File: src/hdl/pcsr_pkg.sv
// Package: offsets, field layouts, reset values and carriers for the protection register bank
package pcsr_pkg;

    // ------------------------------------------------------------
    // Register offsets
    // ------------------------------------------------------------
    localparam logic [7:0] PCSR_OFF_OV_LEVEL = 8'h26;
    localparam logic [7:0] PCSR_OFF_UV_LEVEL = 8'h27;
    localparam logic [7:0] PCSR_OFF_OT_LEVEL = 8'h28;
    localparam logic [7:0] PCSR_OFF_PROT_DISABLE = 8'h29;
    localparam logic [7:0] PCSR_OFF_SYS_FAULT = 8'h2A;
    localparam logic [7:0] PCSR_OFF_PHASE_OC = 8'h2B;
    localparam logic [7:0] PCSR_OFF_EA_GAIN = 8'h2C;
    localparam logic [7:0] PCSR_OFF_SHED_SKIP = 8'h2D;
    localparam logic [7:0] PCSR_OFF_IMON_READ = 8'h2E;
    localparam logic [7:0] PCSR_OFF_OUTSENSE_READ = 8'h2F;
    localparam logic [7:0] PCSR_OFF_TSEN_READ = 8'h30;

    // ------------------------------------------------------------
    // Field widths and positions
    // ------------------------------------------------------------
    localparam int PCSR_SEL_W = 2;
    localparam int PCSR_SYS_W = 5;
    localparam int PCSR_PHASES = 8;
    localparam int PCSR_ADC_W = 8;
    localparam int PCSR_BIT_MON_OT = 4;
    localparam int PCSR_BIT_OT = 3;
    localparam int PCSR_BIT_SUM_OC = 2;
    localparam int PCSR_BIT_UV = 1;
    localparam int PCSR_BIT_OV = 0;
    localparam int PCSR_BIT_SHED = 1;
    localparam int PCSR_BIT_SKIP = 0;

    // ------------------------------------------------------------
    // Reset values
    // ------------------------------------------------------------
    localparam logic [1:0] PCSR_RST_OV_LEVEL = 2'h0;
    localparam logic [1:0] PCSR_RST_UV_LEVEL = 2'h0;
    localparam logic [1:0] PCSR_RST_OT_LEVEL = 2'h0;
    localparam logic [4:0] PCSR_RST_DISABLE = 5'h00;
    localparam logic [1:0] PCSR_RST_EA_GAIN = 2'h2;
    localparam logic PCSR_RST_SHED = 1'b0;
    localparam logic [7:0] PCSR_RST_ZERO = 8'h00;

    // Power-state input levels
    typedef enum logic [1:0] {
        PCSR_PS_LOW = 2'h0,
        PCSR_PS_MID = 2'h1,
        PCSR_PS_HIGH = 2'h2
    } pcsr_pstate_e;

    // Trip levels in percent / degrees C / gain units
    typedef struct packed {
        logic [7:0] ov_percent;
        logic [7:0] uv_percent;
        logic [7:0] ot_celsius;
        logic [3:0] ea_gain;
    } pcsr_levels_s;

    // Protection enables and phase-mode outputs
    typedef struct packed {
        logic mon_ot_en;
        logic ot_en;
        logic sum_oc_en;
        logic uv_en;
        logic ov_en;
        logic auto_phase_shedding;
        logic all_phases;
        logic pulse_skip_mode;
    } pcsr_ctrl_s;

    // ADC readings
    typedef struct packed {
        logic [7:0] current_monitor_voltage;
        logic [7:0] output_sense_voltage;
        logic [7:0] temperature_sense_voltage;
    } pcsr_adc_s;

endpackage

File: src/hdl/pcsr_sticky_bits.sv
// Sticky trip flags: set by hardware events, cleared only by reset
`timescale 1ns/100ps
`default_nettype none
module pcsr_sticky_bits #(
    parameter int WIDTH = 8
) (
    input wire logic clock_i,
    input wire logic srst_i,
    input wire logic [WIDTH-1:0] event_i,
    output logic [WIDTH-1:0] flags_o
);

    // Flags latch once triggered; host writes never reach them
    always_ff @(posedge clock_i) begin
        if (srst_i) begin
            flags_o <= '0;
        end else begin
            flags_o <= flags_o | event_i;
        end
    end

endmodule // pcsr_sticky_bits
`default_nettype wire

File: src/hdl/pcsr_regs.sv
// Protection configuration and status register bank
`timescale 1ns/100ps
`default_nettype none
// Operation
// - Over-voltage trip select: 00=150%,01=140%,10=130%,11=120%; reset 00.
// - Under-voltage trip select: 00=40%,01=30%,10=50%,11=60%; reset 00.
// - Over-temperature select: 00=150C,01=160C,10=170C,11=140C; reset 00.
// - Five disable bits, reset 0; writing 1 disables that protection.
// - Five read-only system fault flags, set when protection trips.
// - Eight read-only per-phase over-current flags, bit n-1 for phase n.
// - Error-amp gain select: 00=4,01=6,10=8,11=10; reset 10.
// - Mid power state: shedding when bit 0, all phases when bit 1.
// - Low power state: pulse skip when bit 0; reset is a product option.
// - Current-monitor reading, 8-bit read-only, 6.25mV per count, reset 0.
// - Output-sense reading, 8-bit read-only, 6.25mV per count, reset 0.
// - Temperature-sense reading, 8-bit read-only, 12.5mV per count, reset 0.
module pcsr_regs #(
    parameter logic SKIP_RESET = 1'b0
) (
    input wire logic clock_i,
    input wire logic srst_i,
    input wire logic [7:0] reg_addr_i,
    input wire logic reg_wr_i,
    input wire logic [7:0] reg_wdata_i,
    input wire logic reg_rd_i,
    output logic [7:0] reg_rdata_o,
    input wire logic [4:0] sys_trip_i,
    input wire logic [7:0] phase_trip_i,
    input wire logic adc_valid_i,
    input wire pcsr_pkg::pcsr_adc_s adc_i,
    input wire pcsr_pkg::pcsr_pstate_e power_state_input_i,
    output pcsr_pkg::pcsr_levels_s levels_o,
    output pcsr_pkg::pcsr_ctrl_s ctrl_o,
    output pcsr_pkg::pcsr_adc_s adc_o
);
    import pcsr_pkg::*;

    logic [1:0] ov_sel_reg;
    logic [1:0] uv_sel_reg;
    logic [1:0] ot_sel_reg;
    logic [4:0] disable_reg;
    logic [1:0] gain_reg;
    logic shed_reg;
    logic skip_reg;
    logic [4:0] sys_flags;
    logic [7:0] phase_flags;
    logic [4:0] sys_gated;
    pcsr_adc_s adc_reg;
    logic [7:0] rdata_next;
    logic [7:0] rdata_reg;

    // ------------------------------------------------------------
    // Writable configuration
    // ------------------------------------------------------------

    // Trip-level selects; only the low two bits are stored
    always_ff @(posedge clock_i) begin
        if (srst_i) begin
            ov_sel_reg <= PCSR_RST_OV_LEVEL;
            uv_sel_reg <= PCSR_RST_UV_LEVEL;
            ot_sel_reg <= PCSR_RST_OT_LEVEL;
        end else if (reg_wr_i) begin
            if (reg_addr_i == PCSR_OFF_OV_LEVEL) begin
                ov_sel_reg <= reg_wdata_i[PCSR_SEL_W-1:0];
            end
            if (reg_addr_i == PCSR_OFF_UV_LEVEL) begin
                uv_sel_reg <= reg_wdata_i[PCSR_SEL_W-1:0];
            end
            if (reg_addr_i == PCSR_OFF_OT_LEVEL) begin
                ot_sel_reg <= reg_wdata_i[PCSR_SEL_W-1:0];
            end
        end
    end

    // Protection disables
    always_ff @(posedge clock_i) begin
        if (srst_i) begin
            disable_reg <= PCSR_RST_DISABLE;
        end else if (reg_wr_i && reg_addr_i == PCSR_OFF_PROT_DISABLE) begin
            disable_reg <= reg_wdata_i[PCSR_SYS_W-1:0];
        end
    end

    // Gain and phase-mode options; skip reset follows the ordered product option
    always_ff @(posedge clock_i) begin
        if (srst_i) begin
            gain_reg <= PCSR_RST_EA_GAIN;
            shed_reg <= PCSR_RST_SHED;
            skip_reg <= SKIP_RESET;
        end else if (reg_wr_i) begin
            if (reg_addr_i == PCSR_OFF_EA_GAIN) begin
                gain_reg <= reg_wdata_i[PCSR_SEL_W-1:0];
            end
            if (reg_addr_i == PCSR_OFF_SHED_SKIP) begin
                shed_reg <= reg_wdata_i[PCSR_BIT_SHED];
                skip_reg <= reg_wdata_i[PCSR_BIT_SKIP];
            end
        end
    end

    // ------------------------------------------------------------
    // Decoded levels
    // ------------------------------------------------------------

    // Code tables kept as plain cases so each code maps visibly to its level
    always_comb begin
        unique case (ov_sel_reg)
            2'h0: levels_o.ov_percent = 8'h96;
            2'h1: levels_o.ov_percent = 8'h8C;
            2'h2: levels_o.ov_percent = 8'h82;
            2'h3: levels_o.ov_percent = 8'h78;
        endcase
        unique case (uv_sel_reg)
            2'h0: levels_o.uv_percent = 8'h28;
            2'h1: levels_o.uv_percent = 8'h1E;
            2'h2: levels_o.uv_percent = 8'h32;
            2'h3: levels_o.uv_percent = 8'h3C;
        endcase
        unique case (ot_sel_reg)
            2'h0: levels_o.ot_celsius = 8'h96;
            2'h1: levels_o.ot_celsius = 8'hA0;
            2'h2: levels_o.ot_celsius = 8'hAA;
            2'h3: levels_o.ot_celsius = 8'h8C;
        endcase
        unique case (gain_reg)
            2'h0: levels_o.ea_gain = 4'h4;
            2'h1: levels_o.ea_gain = 4'h6;
            2'h2: levels_o.ea_gain = 4'h8;
            2'h3: levels_o.ea_gain = 4'hA;
        endcase
    end

    // ------------------------------------------------------------
    // Protection enables and phase mode
    // ------------------------------------------------------------

    // A disable bit of 1 switches that protection off
    assign ctrl_o.mon_ot_en = ~disable_reg[PCSR_BIT_MON_OT];
    assign ctrl_o.ot_en = ~disable_reg[PCSR_BIT_OT];
    assign ctrl_o.sum_oc_en = ~disable_reg[PCSR_BIT_SUM_OC];
    assign ctrl_o.uv_en = ~disable_reg[PCSR_BIT_UV];
    assign ctrl_o.ov_en = ~disable_reg[PCSR_BIT_OV];

    // Mid state: shed or run all; high state always runs all phases
    assign ctrl_o.auto_phase_shedding = (power_state_input_i == PCSR_PS_MID) && !shed_reg;
    assign ctrl_o.all_phases = (power_state_input_i == PCSR_PS_HIGH) ||
                               ((power_state_input_i == PCSR_PS_MID) && shed_reg);
    // Pulse skipping only in the low state
    assign ctrl_o.pulse_skip_mode = (power_state_input_i == PCSR_PS_LOW) && !skip_reg;

    // ------------------------------------------------------------
    // Fault flags
    // ------------------------------------------------------------

    // A disabled protection cannot raise its flag
    assign sys_gated = sys_trip_i & ~disable_reg;

    pcsr_sticky_bits #(
        .WIDTH(PCSR_SYS_W)
    ) u_sys_flags (
        .clock_i(clock_i),
        .srst_i(srst_i),
        .event_i(sys_gated),
        .flags_o(sys_flags)
    );

    pcsr_sticky_bits #(
        .WIDTH(PCSR_PHASES)
    ) u_phase_flags (
        .clock_i(clock_i),
        .srst_i(srst_i),
        .event_i(phase_trip_i),
        .flags_o(phase_flags)
    );

    // ------------------------------------------------------------
    // ADC results
    // ------------------------------------------------------------

    // Conversion results loaded from the converters only, never from the host
    always_ff @(posedge clock_i) begin
        if (srst_i) begin
            adc_reg <= '0;
        end else if (adc_valid_i) begin
            adc_reg <= adc_i;
        end
    end

    assign adc_o = adc_reg;

    // ------------------------------------------------------------
    // Read port
    // ------------------------------------------------------------

    // Read mux; unused upper bits and unmapped offsets read zero
    always_comb begin
        rdata_next = PCSR_RST_ZERO;
        unique case (reg_addr_i)
            PCSR_OFF_OV_LEVEL: rdata_next = {6'h00, ov_sel_reg};
            PCSR_OFF_UV_LEVEL: rdata_next = {6'h00, uv_sel_reg};
            PCSR_OFF_OT_LEVEL: rdata_next = {6'h00, ot_sel_reg};
            PCSR_OFF_PROT_DISABLE: rdata_next = {3'h0, disable_reg};
            PCSR_OFF_SYS_FAULT: rdata_next = {3'h0, sys_flags};
            PCSR_OFF_PHASE_OC: rdata_next = phase_flags;
            PCSR_OFF_EA_GAIN: rdata_next = {6'h00, gain_reg};
            PCSR_OFF_SHED_SKIP: rdata_next = {6'h00, shed_reg, skip_reg};
            PCSR_OFF_IMON_READ: rdata_next = adc_reg.current_monitor_voltage;
            PCSR_OFF_OUTSENSE_READ: rdata_next = adc_reg.output_sense_voltage;
            PCSR_OFF_TSEN_READ: rdata_next = adc_reg.temperature_sense_voltage;
            default: rdata_next = PCSR_RST_ZERO;
        endcase
    end

    // Registered read data, held until the next read strobe
    always_ff @(posedge clock_i) begin
        if (srst_i) begin
            rdata_reg <= PCSR_RST_ZERO;
        end else if (reg_rd_i) begin
            rdata_reg <= rdata_next;
        end
    end

    assign reg_rdata_o = rdata_reg;

endmodule // pcsr_regs
`default_nettype wire

File: config.mk
export PLATFORM = sky130hd
export DESIGN_NAME = pcsr_regs
export DESIGN_NICKNAME = d
export VERILOG_FILES = /design/src/hdl/pcsr_pkg.sv /design/src/hdl/pcsr_sticky_bits.sv /design/src/hdl/pcsr_regs.sv
export SDC_FILE = /design/constraint.sdc
export NUM_CORES = 1
export LEC_CHECK = 0
export BUFFER_PORTS_ARGS = -buffer_cell sky130_fd_sc_hd__buf_2
export CAP_MARGIN = 20
export CORE_MARGIN = 4
export CORE_UTILIZATION = 25
export DETAILED_ROUTE_END_ITERATION = 6
export SLEW_MARGIN = 20
export SYNTH_ARGS = -nofsm -noshare
export SYNTH_HDL_FRONTEND = slang
export SYNTH_SLANG_ARGS = --single-unit
File: constraint.sdc
create_clock -name clock_i -period 3.3 [get_ports clock_i]
set_input_delay 0.33 -clock clock_i [delete_from_list [all_inputs] [get_ports clock_i]]
set_output_delay 0.33 -clock clock_i [all_outputs]
set_load 0.005 [all_outputs]
# ---- Word-level counts from Yosys, hierarchy flattened
# Cells that the tools add are included.
dict set report op_classes {
  n_reduce_logical 17
  muxes 5
  bitwise_logic 9
  n_eq_ne 25
}
# cell n
set ops {}
lappend ops {{8-bit one-hot mux with 4 select lines} 3}
lappend ops {{8-bit by 6-bit equality test with 1-bit output, second input constant} 11}
lappend ops {{8-bit one-hot mux with 11 select lines} 1}
lappend ops {{2-bit equality test, second input constant} 9}
lappend ops {{4-bit one-hot mux with 4 select lines} 1}
lappend ops {{2-bit by 1-bit equality test with 1-bit output, second input constant} 5}
lappend ops {{2-bit logical NOT} 5}
lappend ops {{2-bit AND reduction} 5}
lappend ops {{8-bit bitwise OR} 1}
lappend ops {{5-bit AND} 1}
lappend ops {{1-bit NOT} 5}
lappend ops {{5-bit NOT} 1}
lappend ops {{5-bit bitwise OR} 1}
lappend ops {{1-bit logical AND} 4}
lappend ops {{1-bit logical NOT} 2}
lappend ops {{1-bit logical OR} 1}
dict set report word_totals {
  regBits 60
  input_bits 60
}

# ---- Depth between registers and ports, before layout
# Gate-level depths: netlist of run 1.
dict set report logic_depth {
  word_depth 3
  mapped_depth 6
  depth_no_buf 4
}

# ---- By module
# Synthesis of run 1 repeated with hierarchy kept, for this count alone.
dict set report unflattened {
  hier_cells 342
  area_unflattened_um2 3151.8
}
# module instances cells_each seq_area_each_um2 area_each_um2
set modules_own_cells {}
lappend modules_own_cells {pcsr_regs 1 316 940.9 2761.4}
lappend modules_own_cells {{pcsr_sticky_bits (u_phase_flags)} 1 16 160.2 240.2}
lappend modules_own_cells {{pcsr_sticky_bits (u_sys_flags)} 1 10 100.1 150.1}

# ---- Least setup slack after synthesis of run 1
# Ideal clock, no wire load.
dict set report synth_path {
  path_kind {input port to flip-flop}
  from {input reg_addr_i[0]}
  to {register rdata_reg[1], in the netlist reg_rdata_o[1]}
  stages 5
  path_slack_ns 1.783
  required_ns 3.212
  path_buffers 1
  arrival_time_ns 1.429
  cell_sequence {buf_6 -> nor4_4 -> a22oi_1 -> a21o_1 -> a311oi_2}
}
dict set report synth_via {
  elab_chain_cells 2
  elab_cells_between_ends 12
  cone_classes {eq/ne (11); mux (1)}
}
# element line
set synth_rtl {}
lappend synth_rtl {{from (decl)} pcsr_regs.sv:22} ;# input wire logic [7:0] reg_addr_i,
lappend synth_rtl {{8-bit by 6-bit equality test with 1-bit output} pcsr_regs.sv:198} ;# unique case (reg_addr_i)
lappend synth_rtl {{8-bit one-hot mux with 11 select lines *} pcsr_regs.sv:198}
lappend synth_rtl {{to (signal assigned)} pcsr_regs.sv:219} ;# rdata_reg <= rdata_next;
lappend synth_rtl {{to (decl)} pcsr_regs.sv:50} ;# logic [7:0] rdata_reg;
# Mark *: on every way between the ends. The rest lies on a longest branch, timed or not.
# A chain may end at the register's enable or synchronous reset.

==> results of run 1 <==
-- where the power goes --
group	internal, W	total [W]	switching [W]	leakage (nW)
logic	0.0000800	0.000174	0.0000935	1.34
clock network	0.000665	0.000988	0.000323	0.158
registers	0.000755	0.000777	0.0000216	0.493
total	0.00150	0.00194	0.000438	1.99
-- cell usage after synthesis (3+ instances only) --
cell type	count
nor2_1	68
dfxtp_1	60
mux2i_1	43
inv_1	23
ha_1	12
nand3_1	12
clkbuf_1	10
buf_4	9
buf_2	7
a21oi_1	6
a22o_1	6
mux2_2	6
and3b_1	4
nand4_1	4
or2_2	4
a22oi_1	3
a32oi_1	3
and2_1	3
nor2b_1	3
nor3b_1	3
-- how the worst min path moves through the flow --
| stage | cells after the start | slack (ns) | start | endpoint |
|---|---|---|---|---|
| 2_1_floorplan | 2 | 0.43 | u_sys_flags.flags_o[4] | u_sys_flags.flags_o[4] |
| 3_5_place_dp | 2 | 0.46 | u_phase_flags.flags_o[7] | u_phase_flags.flags_o[7] |
| 6_report | 3 | 0.22 | phase_trip_i[7] | u_phase_flags.flags_o[7] |
| 5_1_grt | 3 | 0.22 | phase_trip_i[0] | u_phase_flags.flags_o[0] |
| 4_1_cts | 3 | 0.21 | phase_trip_i[7] | u_phase_flags.flags_o[7] |
| 3_3_place_gp | 2 | 0.44 | u_phase_flags.flags_o[3] | u_phase_flags.flags_o[3] |
-- cell families after synthesis --
group | synth area share [%]
simple gates | 20.1
flops | 39.2
buf+inv | 7.76
mux | 17.0
compound gates | 10.7
fa+ha+maj | 4.90
other cells | 0.245
-- layout make-up --
type / instances / share of cell area, %
multi-input cells: 226 / 40.8
flip-flops and latches: 60 / 29.8
repair buffers: 118 / 14.8
clock buffers: 13 / 6.95
well taps: 147 / 4.56
inverters: 23 / 2.14
clock inverters: 3 / 1.05
-- critical path: cells and delay by family, from the launching register on --
family	cells	cell delay, ns
adders and majority gates	1	0.22
buffers and inverters	2	0.23
DFF	1	0.43
and+or+nand+nor	1	0.29
-- layer usage --
| layer | vias to the layer above | wire, um | GRT usage, % |
|---|---|---|---|
| met5 | - | 13 | 0 |
| met4 | 2 | 116 | 3.55 |
| met3 | 11 | 532 | 4.07 |
| met2 | 85 | 4180 | 20.6 |
| met1 | 1259 | 4040 | 15.5 |
| li1 | 1348 | - | - |
-- metrics by stage --
stage / util, % / instances
floorplan: - / 336
global placement: 30.9 / 574
detailed placement: 30.9 / 574
CTS: 33.6 / 590
global route: 33.6 / 590
finish: 33.6 / 590
==> summary.md, run 1 <==
| Metric | Value |
|---|---|
| Required time at the endpoint of the critical path | 2.97 ns |
| Peak VDD IR | 0.205 mV |
| Area of the die | 14100 um^2 |
| Fraction of final layout cells sized beyond drive strength 1 | 35.2% |
| Post-cts resize count | 0 |
| Most frequent standard cell in the layout excluding fill and tap cells | buf_2 |
| Wire length per cell after detailed routing | 15.1 um |
| Register cell area after layout | 1200 um^2 |
| Synth Area per Inst | 9.28 um^2 |
| Unique masters post-synth | 50 |
| Result of the run | finished clean |
| Multi-input combinational cell area | 1650 um^2 |
| Clock transition at the register clock pins on the worst setup and hold paths after CTS | 0.05 ns |
| Arrival time worst endpoint | 1.49 ns |
| Number of placement rows | 40 |
| Global Route Usage Sum | 12.5% |
| Largest cells by area after synthesis | dfxtp_1 (39%), mux2i_1 (14%), nor2_1 (8.3%) |
| HP Class | primary input to flip-flop |
| Number of maximum-capacitance constraint violations | 0 |
| Setup violators final | 0 |
| Yosys top cell by area | dfxtp_1 |
| Pre-CTS setup slack | 1.33 ns |
| Post-synth EDFFs | 0 |
| Headroom to the max-slew limit | 52.8% |
| Total clock buffers created by CTS | 9 |
| Prevailing post-synth register cell | dfxtp_1 |
| Number of sinks handled by clock tree synthesis | 60 |
| Final Hold Vio Count | 0 |
| Global-route wire length before repair | 13.8 mm |
| Final worst slack | 1.48 ns |
| Final period utilization | 55.1% |
| Maximum number of pins on one net before global-route repair | 30 |
| Die height | 119 um |
| Path depth of the worst reg2reg path | 4 |
| Maximum operating frequency | 550 MHz |
| Count of nets left with antenna violations after detail routing | 0 |
| Starting DRC count in detailed routing | 106 |
| Launch point of the worst reg-to-reg path | disable_reg[4] |
| Post CTS Setup Buffer Count | 0 |
| Final setup skew | 0.00750 ns |
| Post-synthesis sequential element count | 60 |
| Transition time at the pin with the least slew margin | 0.708 ns |
| CP endpoint kind | primary output |
| RSZ-0062 raised after global routing | false |
| Post-synth ARST share | 0% |
| Initial Util | 25.5% |
| Via Count | 2705 |
| Area growth from synthesis to final layout | 31.8% |
| Min Clock Period, post-route | 1.82 ns |
| Area fraction of the dominant cell type after synthesis | 39.2% |
| Wirelength, routed | 8.88 mm |
| Total standard cell area after synthesis | 3060 um^2 |
| Number of buffers inserted by port buffering | 116 |
| DRT Pass-1 Iters | 4 |
| Top Ports | 128 |
| CP max stage delay | 0.43 ns |
| Critical Path Fanout Max | 6 |
| Weighted congestion reported at the end of routability-driven placement | 0.832 |
| Die Wd | 119 um |
| Area of placed instances | 3710 um^2 |
| Root buffer selected by CTS | clkbuf_16 |
| Max reg flops | 24 |
| Termination of the worst setup path | levels_o[21] |
| Number of antenna diodes | 0 |
| Core area | 12000 um^2 |
| Static Leak | 1.99 nW |
| Post-layout instance area | 4040 um^2 |
| Worst r2r dst | reg_rdata_o[4] |
| Vias in the first global route | 2667 |
| Clk_lat worst skew | 0.32 ns |
| Number of pins exceeding their max-slew limit in the final report | 0 |
| Slowest CP cell | dfxtp_1 |
| Post-DR vias/cell | 4.58 |
| Post-route DRC | 0 |
| Critical setup path kind | flip-flop to primary output |
| Most used cells in the layout excluding fill and tap cells | buf_2 (116), nor2_1 (68), dfxtp_1 (60) |
| PD cells | 480 nW/um^2 |
| Sequential share of the synthesized area | 39.2% |
| Total grt overflow | 0 |
| Synthesis warning total | 0 |
| Fillers | 1251 |
| Total chip power | 0.00194 W |
| Number of instances in the synthesized netlist | 330 |
| Source of the critical timing path | ov_sel_reg[0] |
| Final hold slack | 0.217 ns |
| Ordered list of cells on the worst path | inv_1, ha_1, or2_2, buf_2 |
| Net count, final | 510 |
| Worst setup slack for register-to-register paths | 1.89 ns |
| Summed negative setup slack over all endpoints | 0 ns |
| Dpl hpwl | 6.94 mm |
| Initial antenna violation count | 1 |
| TritonCTS clock tree | done |
| Critical path launch point type | flip-flop |
| Count of hold buffers inserted by post-cts repair | 0 |
| Longest Clk Path Bufs | 2 |
| Htree depth | 3 |
Note: power is estimated with default switching activity, not from simulation.
==> run 2, diff against run 1 <==
clock period = 1.7 ns   (was 3.3 ns; I/O delays follow)
==> run 2 against run 1 <==
Worst hold slack lost 0.17 ns. Combinational power is 99% higher. Final cell count rose by 1.9%. Wire length fell by 0.74%. Cell area grew 2.4%. Via count rose by 0.70%. Largest cell class unchanged. Non-clock buffer count increased by 11. Sequential cell count unchanged. Sequential power rose by 94%. Largest power group unchanged. Core utilization up 0.79 points. Critical path depth did not move.
==> summary.md, run 2 (synthesis results as in run 1) <==
| Metric | Value |
|---|---|
| Result of the run | finished clean |
| PD cells | 944 nW/um^2 |
| Number of sinks handled by clock tree synthesis | 60 |
| Area of the die | 14100 um^2 |
| Number of placement rows | 40 |
| Count of nets left with antenna violations after detail routing | 0 |
| Path depth of the worst reg2reg path | 4 |
| CP max stage delay | 0.40 ns |
| RSZ-0062 raised after global routing | false |
| Dpl hpwl | 7.06 mm |
| Die height | 119 um |
| Transition time at the pin with the least slew margin | 0.522 ns |
| Htree depth | 3 |
| Setup violators final | 0 |
| Total grt overflow | 0 |
| Worst hold path endpoint | u_phase_flags.flags_o[7] |
| Peak VDD IR | 0.408 mV |
| Min Clock Period, post-route | 1.58 ns |
| Most used cells in the layout excluding fill and tap cells | buf_2 (116), nor2_1 (68), dfxtp_1 (58) |
| Number of pins exceeding their max-slew limit in the final report | 0 |
| Worst setup slack for register-to-register paths | 0.30 ns |
| Depth of the worst hold-timing path | 3 |
| Global-route wire length before repair | 13.9 mm |
| Maximum number of pins on one net before global-route repair | 31 |
| TritonCTS clock tree | done |
| Initial Util | 25.5% |
| Count of hold buffers inserted by post-cts repair | 0 |
| Buffers plus inverters on the worst setup path | 2 |
| Core area | 12000 um^2 |
| Stages on the worst setup path | 4 |
| Number of maximum-capacitance constraint violations | 0 |
| Final setup skew | 0.00542 ns |
| Required time at the endpoint of the critical path | 1.53 ns |
| Global Route Usage Sum | 12.4% |
| Clk_lat worst skew | 0.32 ns |
| Critical Path Fanout Max | 4 |
| Clock transition at the register clock pins on the worst setup and hold paths after CTS | 0.05 ns |
| Final period utilization | 93.1% |
| Vias in the first global route | 2642 |
| Final hold slack | 0.0505 ns |
| Summed negative setup slack over all endpoints | 0 ns |
| Final Hold Vio Count | 0 |
| Slowest CP cell | dfxtp_1 |
| Most frequent standard cell in the layout excluding fill and tap cells | buf_2 |
| Critical path launch point type | flip-flop |
| Top Ports | 128 |
| Max reg flops | 24 |
| Launch point of the worst reg-to-reg path | disable_reg[4] |
| CP endpoint kind | primary output |
| Wire length per cell after detailed routing | 14.7 um |
| Total clock buffers created by CTS | 9 |
| Min-Delay Startpoint | phase_trip_i[7] |
| Static Leak | 2.05 nW |
| Initial antenna violation count | 0 |
| Die Wd | 119 um |
| HP Class | primary input to flip-flop |
| Worst r2r dst | reg_rdata_o[4] |
| Post-route DRC | 0 |
| Root buffer selected by CTS | clkbuf_16 |
| Critical setup path kind | flip-flop to primary output |
| Arrival time worst endpoint | 1.41 ns |
| Via Count | 2724 |
| Number of buffers inserted by port buffering | 116 |
| Fraction of final layout cells sized beyond drive strength 1 | 36.8% |
| Headroom to the max-slew limit | 65.1% |
| Net count, final | 521 |
| Weighted congestion reported at the end of routability-driven placement | 0.858 |
| Starting DRC count in detailed routing | 103 |
| DRT Pass-1 Iters | 4 |
| Area growth from synthesis to final layout | 34.9% |
| Ordered list of cells on the worst path | inv_1, ha_1, or2_2, buf_2 |
| CP top delay family | flip-flops |
| Post-DR vias/cell | 4.53 |
| Number of antenna diodes | 0 |
| Longest Clk Path Bufs | 2 |
| Wirelength, routed | 8.82 mm |
| Post CTS Setup Buffer Count | 0 |
| Maximum operating frequency | 632 MHz |
[run 2: cell types whose count changed in the layout (fill, tap and decap cells not counted), sizes merged]
cell / before / now
buf: 118 / 129
bufinv: 1 / 3
clkbuf: 13 / 11
clkinv: 1 / 2
clkinvlp: 1 / 0
[run 2: how the worst max path moves through the flow]
stage | start | end | slack (ns)
after floorplan | reg_addr_i[0] | reg_rdata_o[1] | 0.34
final | ot_sel_reg[0] | levels_o[5] | 0.12
after global placement | reg_addr_i[1] | reg_rdata_o[4] | 0.12
after detailed placement | reg_addr_i[1] | reg_rdata_o[0] | 0.1
after global routing | ot_sel_reg[0] | levels_o[5] | 0.05
after CTS | ov_sel_reg[0] | levels_o[21] | 0.02
[run 2: routing by layer]
layer | vias to the layer above | global-route usage [%] | routed length [um]
met5 | - | 0 | 0
met4 | 0 | 3.98 | 134
met3 | 13 | 4.11 | 577
met2 | 101 | 20.1 | 4150
met1 | 1234 | 15.5 | 3950
li1 | 1376 | - | -
[run 2: stage by stage]
| step | std cells | instance area [um^2] | power [W] | setup WS [ns] | util [%] |
|---|---|---|---|---|---|
| detailed placement | 585 | 3790 | 0.00189 | 0.0999 | 31.6 |
| finish | 601 | 4130 | 0.00390 | 0.117 | 34.4 |
| global placement | 585 | 3790 | 0.00188 | 0.122 | 31.6 |
| global route | 601 | 4130 | 0.00403 | 0.0530 | 34.4 |
| CTS | 601 | 4130 | 0.00394 | 0.0230 | 34.4 |
| floorplan | 336 | 3080 | 0.00172 | 0.343 | - |
[run 2: final cells by class]
class                      instances  area [um^2]
clock inverter                     5          100
inverter                          23         86.3
clock buffer                      11          233
sequential                        60         1200
tap                              147          184
timing repair buffer             129          678
fill                            1228         7880
multi-input combinational        226         1650
[run 2: what timing repair did]
item / CTS / global route
resized for setup: 0 / 2
endpoints found under the setup margin: 0 / 2
hold endpoints to repair: 0 / 0
[run 2: worst min-delay path, delay by kind of cell]
| kind | cells | cell delay (ns) |
|---|---|---|
| simple gates | 2 | 0.09 |
| buf+inv | 1 | 0.07 |
[run 2: where the power goes]
part / internal [W] / switching, W
Combinational: 0.000166 / 0.000182
Sequential: 0.00147 / 0.0000429
Clock: 0.00143 / 0.000615
